--- config.mk ---
export PLATFORM = sky130hd
export DESIGN_NAME = frw_ctrl
export DESIGN_NICKNAME = d
export VERILOG_FILES = /design/src/common/frw_pkg.sv /design/src/hdl/frw_regs.sv /design/src/hdl/frw_ctrl.sv
export SDC_FILE = /design/constraint.sdc
export NUM_CORES = 1
export LEC_CHECK = 0
export ABC_AREA = 1
export BUFFER_PORTS_ARGS = -buffer_cell sky130_fd_sc_hd__buf_2
export CAP_MARGIN = 20
export CORE_AREA = 4 4 129 131
export DETAILED_ROUTE_END_ITERATION = 8
export DIE_AREA = 0 0 133 135
export GPL_ROUTABILITY_DRIVEN = 0
export GPL_TIMING_DRIVEN = 0
export PLACE_DENSITY = 0.72
export SYNTH_ARGS = -nofsm -noshare
export SYNTH_HDL_FRONTEND = slang
export SYNTH_SLANG_ARGS = --single-unit
--- constraint.sdc ---
create_clock -name pclk -period 2.4 [get_ports pclk]
set_input_delay 0.12 -clock pclk [delete_from_list [all_inputs] [get_ports pclk]]
set_output_delay 0.12 -clock pclk [all_outputs]
set_load 0.02 [all_outputs]
--- src/common/frw_pkg.sv ---
// frw_pkg: constants, types and field layout of the flash read path.
// assumes one clock (pclk), one active-low reset and a 32-bit APB.
//
// Function
// - unstalled reads finish without extra wait states
// - setting 11x holds read, reissues after done
// - setting 110 also sets stall notify flag
// - setting 10x aborts array operation, then retries
// - setting 100 also sets terminate notify flag
// - bus pipeline held during stall or terminate
// - every array read returns 128-bit page
// - word in page chosen by address bits 3:2
// - program granularity word or double word
// - ECC corrects single, detects double errors
// - programmed bit reads 0, erased reads 1
// - erase suspend offered, program suspend not
// - program and erase both may be aborted
// - control registers on separate 32-bit bus
// - busy array never serves a read
// - engine refuses locked or disabled blocks
// - done stays low through program or erase
// - top bit clear errors reads to busy array
// - read-while-write setting resets to 111
// - abort held until done returns high
// - notify flags ORed into one request
package frw_pkg;

    // ========================================
    // widths
    localparam int PAGE_W = 128;      // array page width
    localparam int WORD_W = 32;       // bus word width
    localparam int AHB_AW = 32;       // system address width
    localparam int LOCK_W = 16;       // lockable blocks
    localparam int RWW_W = 3;         // read-while-write field width
    localparam int WSEL_LO = 2;       // word select low bit
    localparam int WSEL_HI = 3;       // word select high bit
    localparam int PAGE_LO = 4;       // page address low bit

    // ========================================
    // register map (byte addresses)
    localparam logic [11:0] CFG_OFS = 12'h000;   // control
    localparam logic [11:0] STAT_OFS = 12'h004;  // status, write one clears
    localparam logic [11:0] CAP_OFS = 12'h008;   // capabilities, read only
    localparam logic [11:0] LOCK_OFS = 12'h00C;  // block lock mask

    // control field positions and reset values
    localparam int CFG_RWW_LO = 0;
    localparam logic [2:0] RWW_RST = 3'h7;       // stall, no notify, no abort
    localparam int RWW_STALL_BIT = 2;            // set: stall, clear: error
    localparam int RWW_KEEP_BIT = 1;             // set: keep, clear: abort
    localparam int RWW_QUIET_BIT = 0;            // set: no notify flag
    localparam logic [LOCK_W-1:0] LOCK_RST = 16'hFFFF;

    // status bit positions
    localparam int ST_STALL = 0;      // stall notify flag
    localparam int ST_TERM = 1;       // terminate notify flag
    localparam int ST_ECC_SB = 2;     // corrected single-bit error seen
    localparam int ST_ECC_DB = 3;     // double-bit error seen
    localparam int ST_DONE = 8;       // live array done
    localparam int ST_ABORT = 9;      // live abort output
    localparam int ST_FLAGS = 4;      // number of sticky flags

    // capability word: page 128, word and dword program, sec-ded,
    // erase suspend, no program suspend, program and erase abort,
    // erased bit reads one
    localparam logic [31:0] CAP_VAL = 32'h0000_7D80;
    localparam logic [31:0] ERASED_WORD = 32'hFFFF_FFFF;

    // ========================================
    // bus encodings
    localparam logic [1:0] HTRANS_NSEQ = 2'h2;
    localparam int HTRANS_ACT_BIT = 1;

    // ========================================
    // types
    typedef enum logic [2:0] {
        FRW_IDLE, FRW_READ, FRW_STALL, FRW_ERR1, FRW_ERR2
    } frw_state_e;

    // events from read path to register file
    typedef struct packed {
        logic stall;
        logic term;
        logic ecc_sb;
        logic ecc_db;
    } frw_evt_s;

    // request to the array
    typedef struct packed {
        logic rd_en;
        logic abort;
        logic [AHB_AW-1:PAGE_LO] page;
    } frw_req_s;

endpackage

--- src/hdl/frw_regs.sv ---
// frw_regs: apb register file of the flash read path.
// assumes apb master on pclk; events arrive as one-cycle pulses.
`timescale 1ns/1ns
`default_nettype none
module frw_regs
    import frw_pkg::*;
(
    // clock and reset
    input wire logic pclk,
    input wire logic presetn,
    // apb slave
    input wire logic psel,
    input wire logic penable,
    input wire logic pwrite,
    input wire logic [11:0] paddr,
    input wire logic [31:0] pwdata,
    output logic [31:0] prdata,
    output logic pready,
    output logic pslverr,
    // block side
    input wire frw_evt_s evt,
    input wire logic fl_done,
    input wire logic fl_abort,
    output logic [RWW_W-1:0] rww_cfg,
    output logic [LOCK_W-1:0] block_lock,
    output logic notify_irq
);

    // ========================================
    // state
    logic [RWW_W-1:0] rww_q, rww_d;          // read-while-write setting
    logic [LOCK_W-1:0] lock_q, lock_d;       // block lock mask
    logic [ST_FLAGS-1:0] flag_q, flag_d;     // sticky flags
    logic [31:0] prdata_q, prdata_d;
    logic pready_q, pready_d;
    logic pslverr_q, pslverr_d;
    logic irq_q, irq_d;
    logic setup, wr_en;
    logic [ST_FLAGS-1:0] set_v;

    // ========================================
    // next values
    always_comb begin
        setup = psel && !penable;
        wr_en = psel && penable && pwrite && pready_q && !pslverr_q;
        set_v = {evt.ecc_db, evt.ecc_sb, evt.term, evt.stall};
        rww_d = rww_q;
        lock_d = lock_q;
        flag_d = flag_q;
        prdata_d = '0;
        pready_d = setup;                    // answer in first access cycle
        pslverr_d = 1'b0;
        if (setup) begin
            unique case (paddr)
                CFG_OFS: prdata_d[RWW_W-1:0] = rww_q;
                STAT_OFS: begin
                    prdata_d[ST_FLAGS-1:0] = flag_q;
                    prdata_d[ST_DONE] = fl_done;
                    prdata_d[ST_ABORT] = fl_abort;
                end
                CAP_OFS: prdata_d = CAP_VAL;
                LOCK_OFS: prdata_d[LOCK_W-1:0] = lock_q;
                default: pslverr_d = 1'b1;   // unmapped address
            endcase
        end
        // write takes effect at the completing edge
        if (wr_en && paddr == CFG_OFS) begin
            rww_d = pwdata[CFG_RWW_LO +: RWW_W];
        end
        if (wr_en && paddr == LOCK_OFS) begin
            lock_d = pwdata[LOCK_W-1:0];
        end
        if (wr_en && paddr == STAT_OFS) begin
            flag_d = flag_q & ~pwdata[ST_FLAGS-1:0];
        end
        flag_d = flag_d | set_v;             // set wins over clear
        irq_d = flag_d[ST_STALL] | flag_d[ST_TERM];
    end

    // ========================================
    // registers
    always_ff @(posedge pclk or negedge presetn) begin
        if (!presetn) begin
            rww_q <= RWW_RST;
            lock_q <= LOCK_RST;
            flag_q <= '0;
            prdata_q <= '0;
            pready_q <= 1'b0;
            pslverr_q <= 1'b0;
            irq_q <= 1'b0;
        end else begin
            rww_q <= rww_d;
            lock_q <= lock_d;
            flag_q <= flag_d;
            prdata_q <= prdata_d;
            pready_q <= pready_d;
            pslverr_q <= pslverr_d;
            irq_q <= irq_d;
        end
    end

    assign prdata = prdata_q;
    assign pready = pready_q;
    assign pslverr = pslverr_q;
    assign rww_cfg = rww_q;
    assign block_lock = lock_q;
    assign notify_irq = irq_q;

endmodule
`default_nettype wire

--- src/hdl/frw_ctrl.sv ---
// frw_ctrl: ahb read path into a single-bank flash array, with
// stall-and-retry and terminate-and-retry while the array is busy.
// assumes the array runs on pclk, returns a page with fl_rvalid and
// holds fl_done low for a whole program or erase.
//
// Local design decisions: the register addresses and the APB interface to the registers.
`timescale 1ns/1ns
`default_nettype none
module frw_ctrl
    import frw_pkg::*;
(
    // clock and reset
    input wire logic pclk,
    input wire logic presetn,
    // ahb slave, read path
    input wire logic hsel,
    input wire logic [AHB_AW-1:0] haddr,
    input wire logic [1:0] htrans,
    input wire logic hwrite,
    input wire logic hready_in,
    output logic hready_out,
    output logic hresp,
    output logic [WORD_W-1:0] hrdata,
    // flash array
    output logic fl_rd_en,
    output logic [AHB_AW-1:PAGE_LO] fl_page,
    output logic fl_abort,
    input wire logic fl_done,
    input wire logic fl_rvalid,
    input wire logic [PAGE_W-1:0] fl_rdata,
    input wire logic fl_ecc_sb,
    input wire logic fl_ecc_db,
    // apb register bus
    input wire logic psel,
    input wire logic penable,
    input wire logic pwrite,
    input wire logic [11:0] paddr,
    input wire logic [31:0] pwdata,
    output logic [31:0] prdata,
    output logic pready,
    output logic pslverr,
    // program/erase engine side
    output logic [LOCK_W-1:0] fl_block_lock,
    output logic notify_irq
);

    // ========================================
    // declarations
    frw_state_e state_q, state_d;            // read path state
    frw_req_s req_q, req_d;                  // request to array
    logic [1:0] word_q, word_d;              // word within page
    logic hready_q, hready_d;
    logic hresp_q, hresp_d;
    logic [WORD_W-1:0] hrdata_q, hrdata_d;
    frw_evt_s evt_d, evt_q;                  // pulses to register file
    logic [RWW_W-1:0] rww_cfg;               // read-while-write setting
    logic accept;                            // active address phase taken, read or write
    logic notify;                            // notify flag enabled
    logic do_abort;                          // terminate enabled

    // ========================================
    // register file
    frw_regs u_regs (
        .pclk(pclk),
        .presetn(presetn),
        .psel(psel),
        .penable(penable),
        .pwrite(pwrite),
        .paddr(paddr),
        .pwdata(pwdata),
        .prdata(prdata),
        .pready(pready),
        .pslverr(pslverr),
        .evt(evt_q),
        .fl_done(fl_done),
        .fl_abort(req_q.abort),
        .rww_cfg(rww_cfg),
        .block_lock(fl_block_lock),
        .notify_irq(notify_irq)
    );

    // ========================================
    // read path next state
    always_comb begin
        accept = hsel && hready_in && htrans[HTRANS_ACT_BIT];
        notify = !rww_cfg[RWW_QUIET_BIT];
        do_abort = !rww_cfg[RWW_KEEP_BIT];
        state_d = state_q;
        req_d = req_q;
        word_d = word_q;
        hready_d = hready_q;
        hresp_d = hresp_q;
        hrdata_d = hrdata_q;
        evt_d = '0;
        unique case (state_q)
            // idle, or last cycle of an error, ready for a new phase
            FRW_IDLE, FRW_ERR2: begin
                hready_d = 1'b1;
                hresp_d = 1'b0;
                if (accept) begin
                    // the held next address is taken once here
                    word_d = haddr[WSEL_HI:WSEL_LO];
                    req_d.page = haddr[AHB_AW-1:PAGE_LO];
                    hready_d = 1'b0;
                    if (hwrite) begin
                        // array is changed only via registers
                        hresp_d = 1'b1;
                        state_d = FRW_ERR1;
                    end else if (!fl_done) begin
                        if (!rww_cfg[RWW_STALL_BIT]) begin
                            // error now, read never reaches array
                            hresp_d = 1'b1;
                            state_d = FRW_ERR1;
                        end else begin
                            // busy array: hold the read
                            state_d = FRW_STALL;
                            req_d.abort = do_abort;
                            evt_d.stall = notify && !do_abort;
                            evt_d.term = notify && do_abort;
                        end
                    end else begin
                        req_d.rd_en = 1'b1;
                        state_d = FRW_READ;
                    end
                end
            end
            // array access in flight, data phase held
            FRW_READ: begin
                hready_d = 1'b0;
                if (!fl_done) begin
                    // done fell during the read: drop it, then retry, or error if stall bit clear
                    req_d.rd_en = 1'b0;
                    if (rww_cfg[RWW_STALL_BIT]) begin
                        state_d = FRW_STALL;
                        req_d.abort = do_abort;
                        evt_d.stall = notify && !do_abort;
                        evt_d.term = notify && do_abort;
                    end else begin
                        hresp_d = 1'b1;
                        state_d = FRW_ERR1;
                    end
                end else if (fl_rvalid) begin
                    req_d.rd_en = 1'b0;
                    // full page back, pick one word
                    hrdata_d = fl_rdata[word_q*WORD_W +: WORD_W];
                    evt_d.ecc_sb = fl_ecc_sb;
                    evt_d.ecc_db = fl_ecc_db;
                    if (fl_ecc_db) begin
                        // uncorrectable: error response instead
                        hrdata_d = ERASED_WORD;
                        hresp_d = 1'b1;
                        state_d = FRW_ERR1;
                    end else begin
                        hready_d = 1'b1;
                        state_d = FRW_IDLE;
                    end
                end
            end
            // waiting for done; abort held until done is high
            FRW_STALL: begin
                hready_d = 1'b0;
                if (fl_done) begin
                    // pseudo address phase to the same page
                    req_d.abort = 1'b0;
                    req_d.rd_en = 1'b1;
                    state_d = FRW_READ;
                end
            end
            // first error cycle: hready low, hresp high
            FRW_ERR1: begin
                hready_d = 1'b1;
                hresp_d = 1'b1;
                state_d = FRW_ERR2;
            end
        endcase
    end

    // ========================================
    // read path registers
    always_ff @(posedge pclk or negedge presetn) begin
        if (!presetn) begin
            state_q <= FRW_IDLE;
            req_q <= '0;
            word_q <= '0;
            hready_q <= 1'b1;
            hresp_q <= 1'b0;
            hrdata_q <= '0;
            evt_q <= '0;
        end else begin
            state_q <= state_d;
            req_q <= req_d;
            word_q <= word_d;
            hready_q <= hready_d;
            hresp_q <= hresp_d;
            hrdata_q <= hrdata_d;
            evt_q <= evt_d;
        end
    end

    // ========================================
    // outputs straight from registers
    assign hready_out = hready_q;
    assign hresp = hresp_q;
    assign hrdata = hrdata_q;
    assign fl_rd_en = req_q.rd_en;
    assign fl_page = req_q.page;
    assign fl_abort = req_q.abort;

endmodule
`default_nettype wire

==> impl_metrics.toml <==
[floorplanning]
start_util = 0.3914
die_area_um2 = 17960
design.core.area_um2 = 15600
rows = 46
io-pin-count = 333
die_y_um = 135
die_x_um = 133

[finish]
seqCellArea_um2 = 2903
antenna_cells = 0
nets = 1351
post-route-util = 0.5812
multiInputGateArea_um2 = 2586
fin_area_um2 = 9065
nFillCells = 1449
drive_gt1_frac = 0.3761
area_growth_syn_to_layout_pct = 48.49

[setup_path]
crit_chain = "buf_2, inv_1, buf_1, nand2_1, nand2_1, mux2i_1, nand2_1, o21ai_1, inv_1"
worst-setup-path-type = "reg2reg"
startpoint = "word_q[0]"
startpoint_type = "flop"
crit_slowest_cell = "buf_1"
crit_arrival_ns = 2.13
crit_fanout = 10
cp-end-kind = "flop"
r2r_setup_slack_ns = 0.62
r2r_start = "word_q[0]"
required_ns = 2.75
max_stage_delay_ns = 0.47
crit_path_frequent_cell = "nand2_1"

[logic_synthesis]
ys.flop_type = "dfrtp_1"
yosysWarnings = 0
synth.area.top_cells = "dfrtp_1 (39%), nand2_1 (15%), dfstp_2 (8.6%)"
yosysUniqueCellTypes = 28
synth.largest_area_cell = "dfrtp_1"
synth_seq_cells = 115
async_reset_ff_frac = 1.000
ys_top_cells_by_count = "nand2_1 (251), dfrtp_1 (95), inv_1 (91), o21ai_0 (62), nor2_1 (37)"
seq_area_frac_synth = 0.4755
synth_edf_count = 0
synth.avg_cell_area_um2 = 8.129
yosysMostFrequentCell = "nand2_1"
synth_top_area_frac = 0.3894
synth_cells = 751
syn_area_um2 = 6105

[global_route]
grt-ovfl-total = 0
antenna_found_initial = 0
track_usage = 0.2161
grt_pass1_vias = 6204
grt_max_degree = 68
grt_pass1_wl_um = 30960

[route]
via_per_inst = 4.594
totalWireLength_um = 19590
wl_per_cell_um = 14.39
vias = 6257
drtIter0Drc = 202
first_pass_iters = 6
drc = 0
detail-route-antenna-nets = 0

[clock_network]
cts_setup_buffers = 0
cts_hold_buf = 50
cts.sinks = 115
clk_latency_ns = 0.42
cts_buffers = 17
cts_tree = "yes"
h-tree-depth = 4
clkTransAtPathRegs_ns = 0.06
cts_resized = 0
cts_buffer_depth = 2
cts_root_buf = "clkbuf_16"

[power_and_ir_drop]
p_per_area_nw_per_um2 = 1047
ir_worst_vdd_mv = 0.7102
power.leakage_nw = 4.999

[sta]
timing.fmax_mhz = 563.2
period_needed_ns = 1.775
setup_violations = 0
maxSlewViolCount = 0
post-route-period-util = 0.7398
grt_setup_unrepaired = "false"
hold_viol = 0
worst_slew_pin_slew_ns = 0.5911
worst_slew_margin_rel = 0.6045
finalWorstSetupSlack_ns = 0.6245
finalClockSkew_ns = 0.009790

[placed_design]
place_ws_ns = 0.5852
placed_area_um2 = 7951
place.port_buffers = 297
hpwl_um = 14320

[min_path]
hold_path_class = "in2reg"
min_from = "fl_rvalid"

[job]
cap_violations = 0

[status]
run_status = "finished, final reports clean"
## where the power goes
part / total (mW) / leakage (nW) / internal (mW) / switching [mW]
logic: 4.04 / 3.36 / 1.52 / 2.51
registers: 2.82 / 1.34 / 2.53 / 0.287
clock network: 2.64 / 0.302 / 1.67 / 0.966
total: 9.49 / 5.00 / 5.73 / 3.77
## per-stage QoR
step	power (mW)	TNS (ns)	instances	hold WS (ns)
after floorplan	5.441	0	766	-0.1756
after global placement	6.753	-15.53	1279	0.3325
after detailed placement	6.836	0	1280	0.08755
after CTS	9.579	0	1362	0.01865
after global routing	10.10	0	1362	0.04100
final	9.492	0	1362	0.03055
## metal layers
layer / track usage / wire length (um)
met1: 0.2465 / 7732
met2: 0.3877 / 10090
met3: 0.05365 / 1299
met4: 0.08834 / 470
met5: 0 / 0
## kinds of logic after synthesis
group,after synthesis,share of synthesized area
flops,115,0.4755
other cells,1,0.0006143
mux,61,0.1109
compound gates,94,0.07870
buf+inv,144,0.1101
simple gates,336,0.2242
## flip-flops by register name, summed over array words and instances, names as in the netlist
signal             count
u_regs.flag_q          4
evt_q                  4
fl_rd_en               1
u_regs.prdata         16
state_q                3
u_regs.block_lock     16
hready_out             1
u_regs.rww_cfg         3
word_q                 2
hrdata                32
u_regs.notify_irq      1
fl_page               28
u_regs.pready          1
fl_abort               1
u_regs.pslverr         1
hresp                  1
## area by class of cell
cell class | instances | share of cell area
clock buffers | 18 | 0.04845
plain buffers | 49 | 0.03478
inverters | 95 | 0.03934
multi-input cells | 507 | 0.2853
repair buffers | 348 | 0.2229
flip-flops and latches | 115 | 0.3202
well taps | 216 | 0.02981
clock inverters | 14 | 0.01919
## path summary, 6_finish.rpt
path                                     end  cells after the start
max                                hrdata[4]                      9
min                                 evt_q[1]                      3
max reg2reg                        hrdata[4]                      9
min reg2reg                 u_regs.flag_q[2]                      2
max in group asynchronous         hready_out                      3
min in group asynchronous  u_regs.prdata[12]                      2
## cell usage in the layout, fill, tap and decap left out, drive strengths merged, types with 29 or more instances in the layout
master	Yosys	routed
mux2i	32	32
inv	95	100
nor2	41	41
dfrtp	95	95
mux2	29	29
o21ai	75	75
dlygate4sd3	0	50
nand2	255	255
nand3	34	34
buf	42	340
## critical path: cells and delay by family, from the launching register on
kind,cells,cell delay (ns)
buf+inv,4,0.92
flops,1,0.35
simple gates,3,0.29
mux,1,0.09
compound gates,1,0.05
Note: power is estimated with default switching activity, not from simulation.
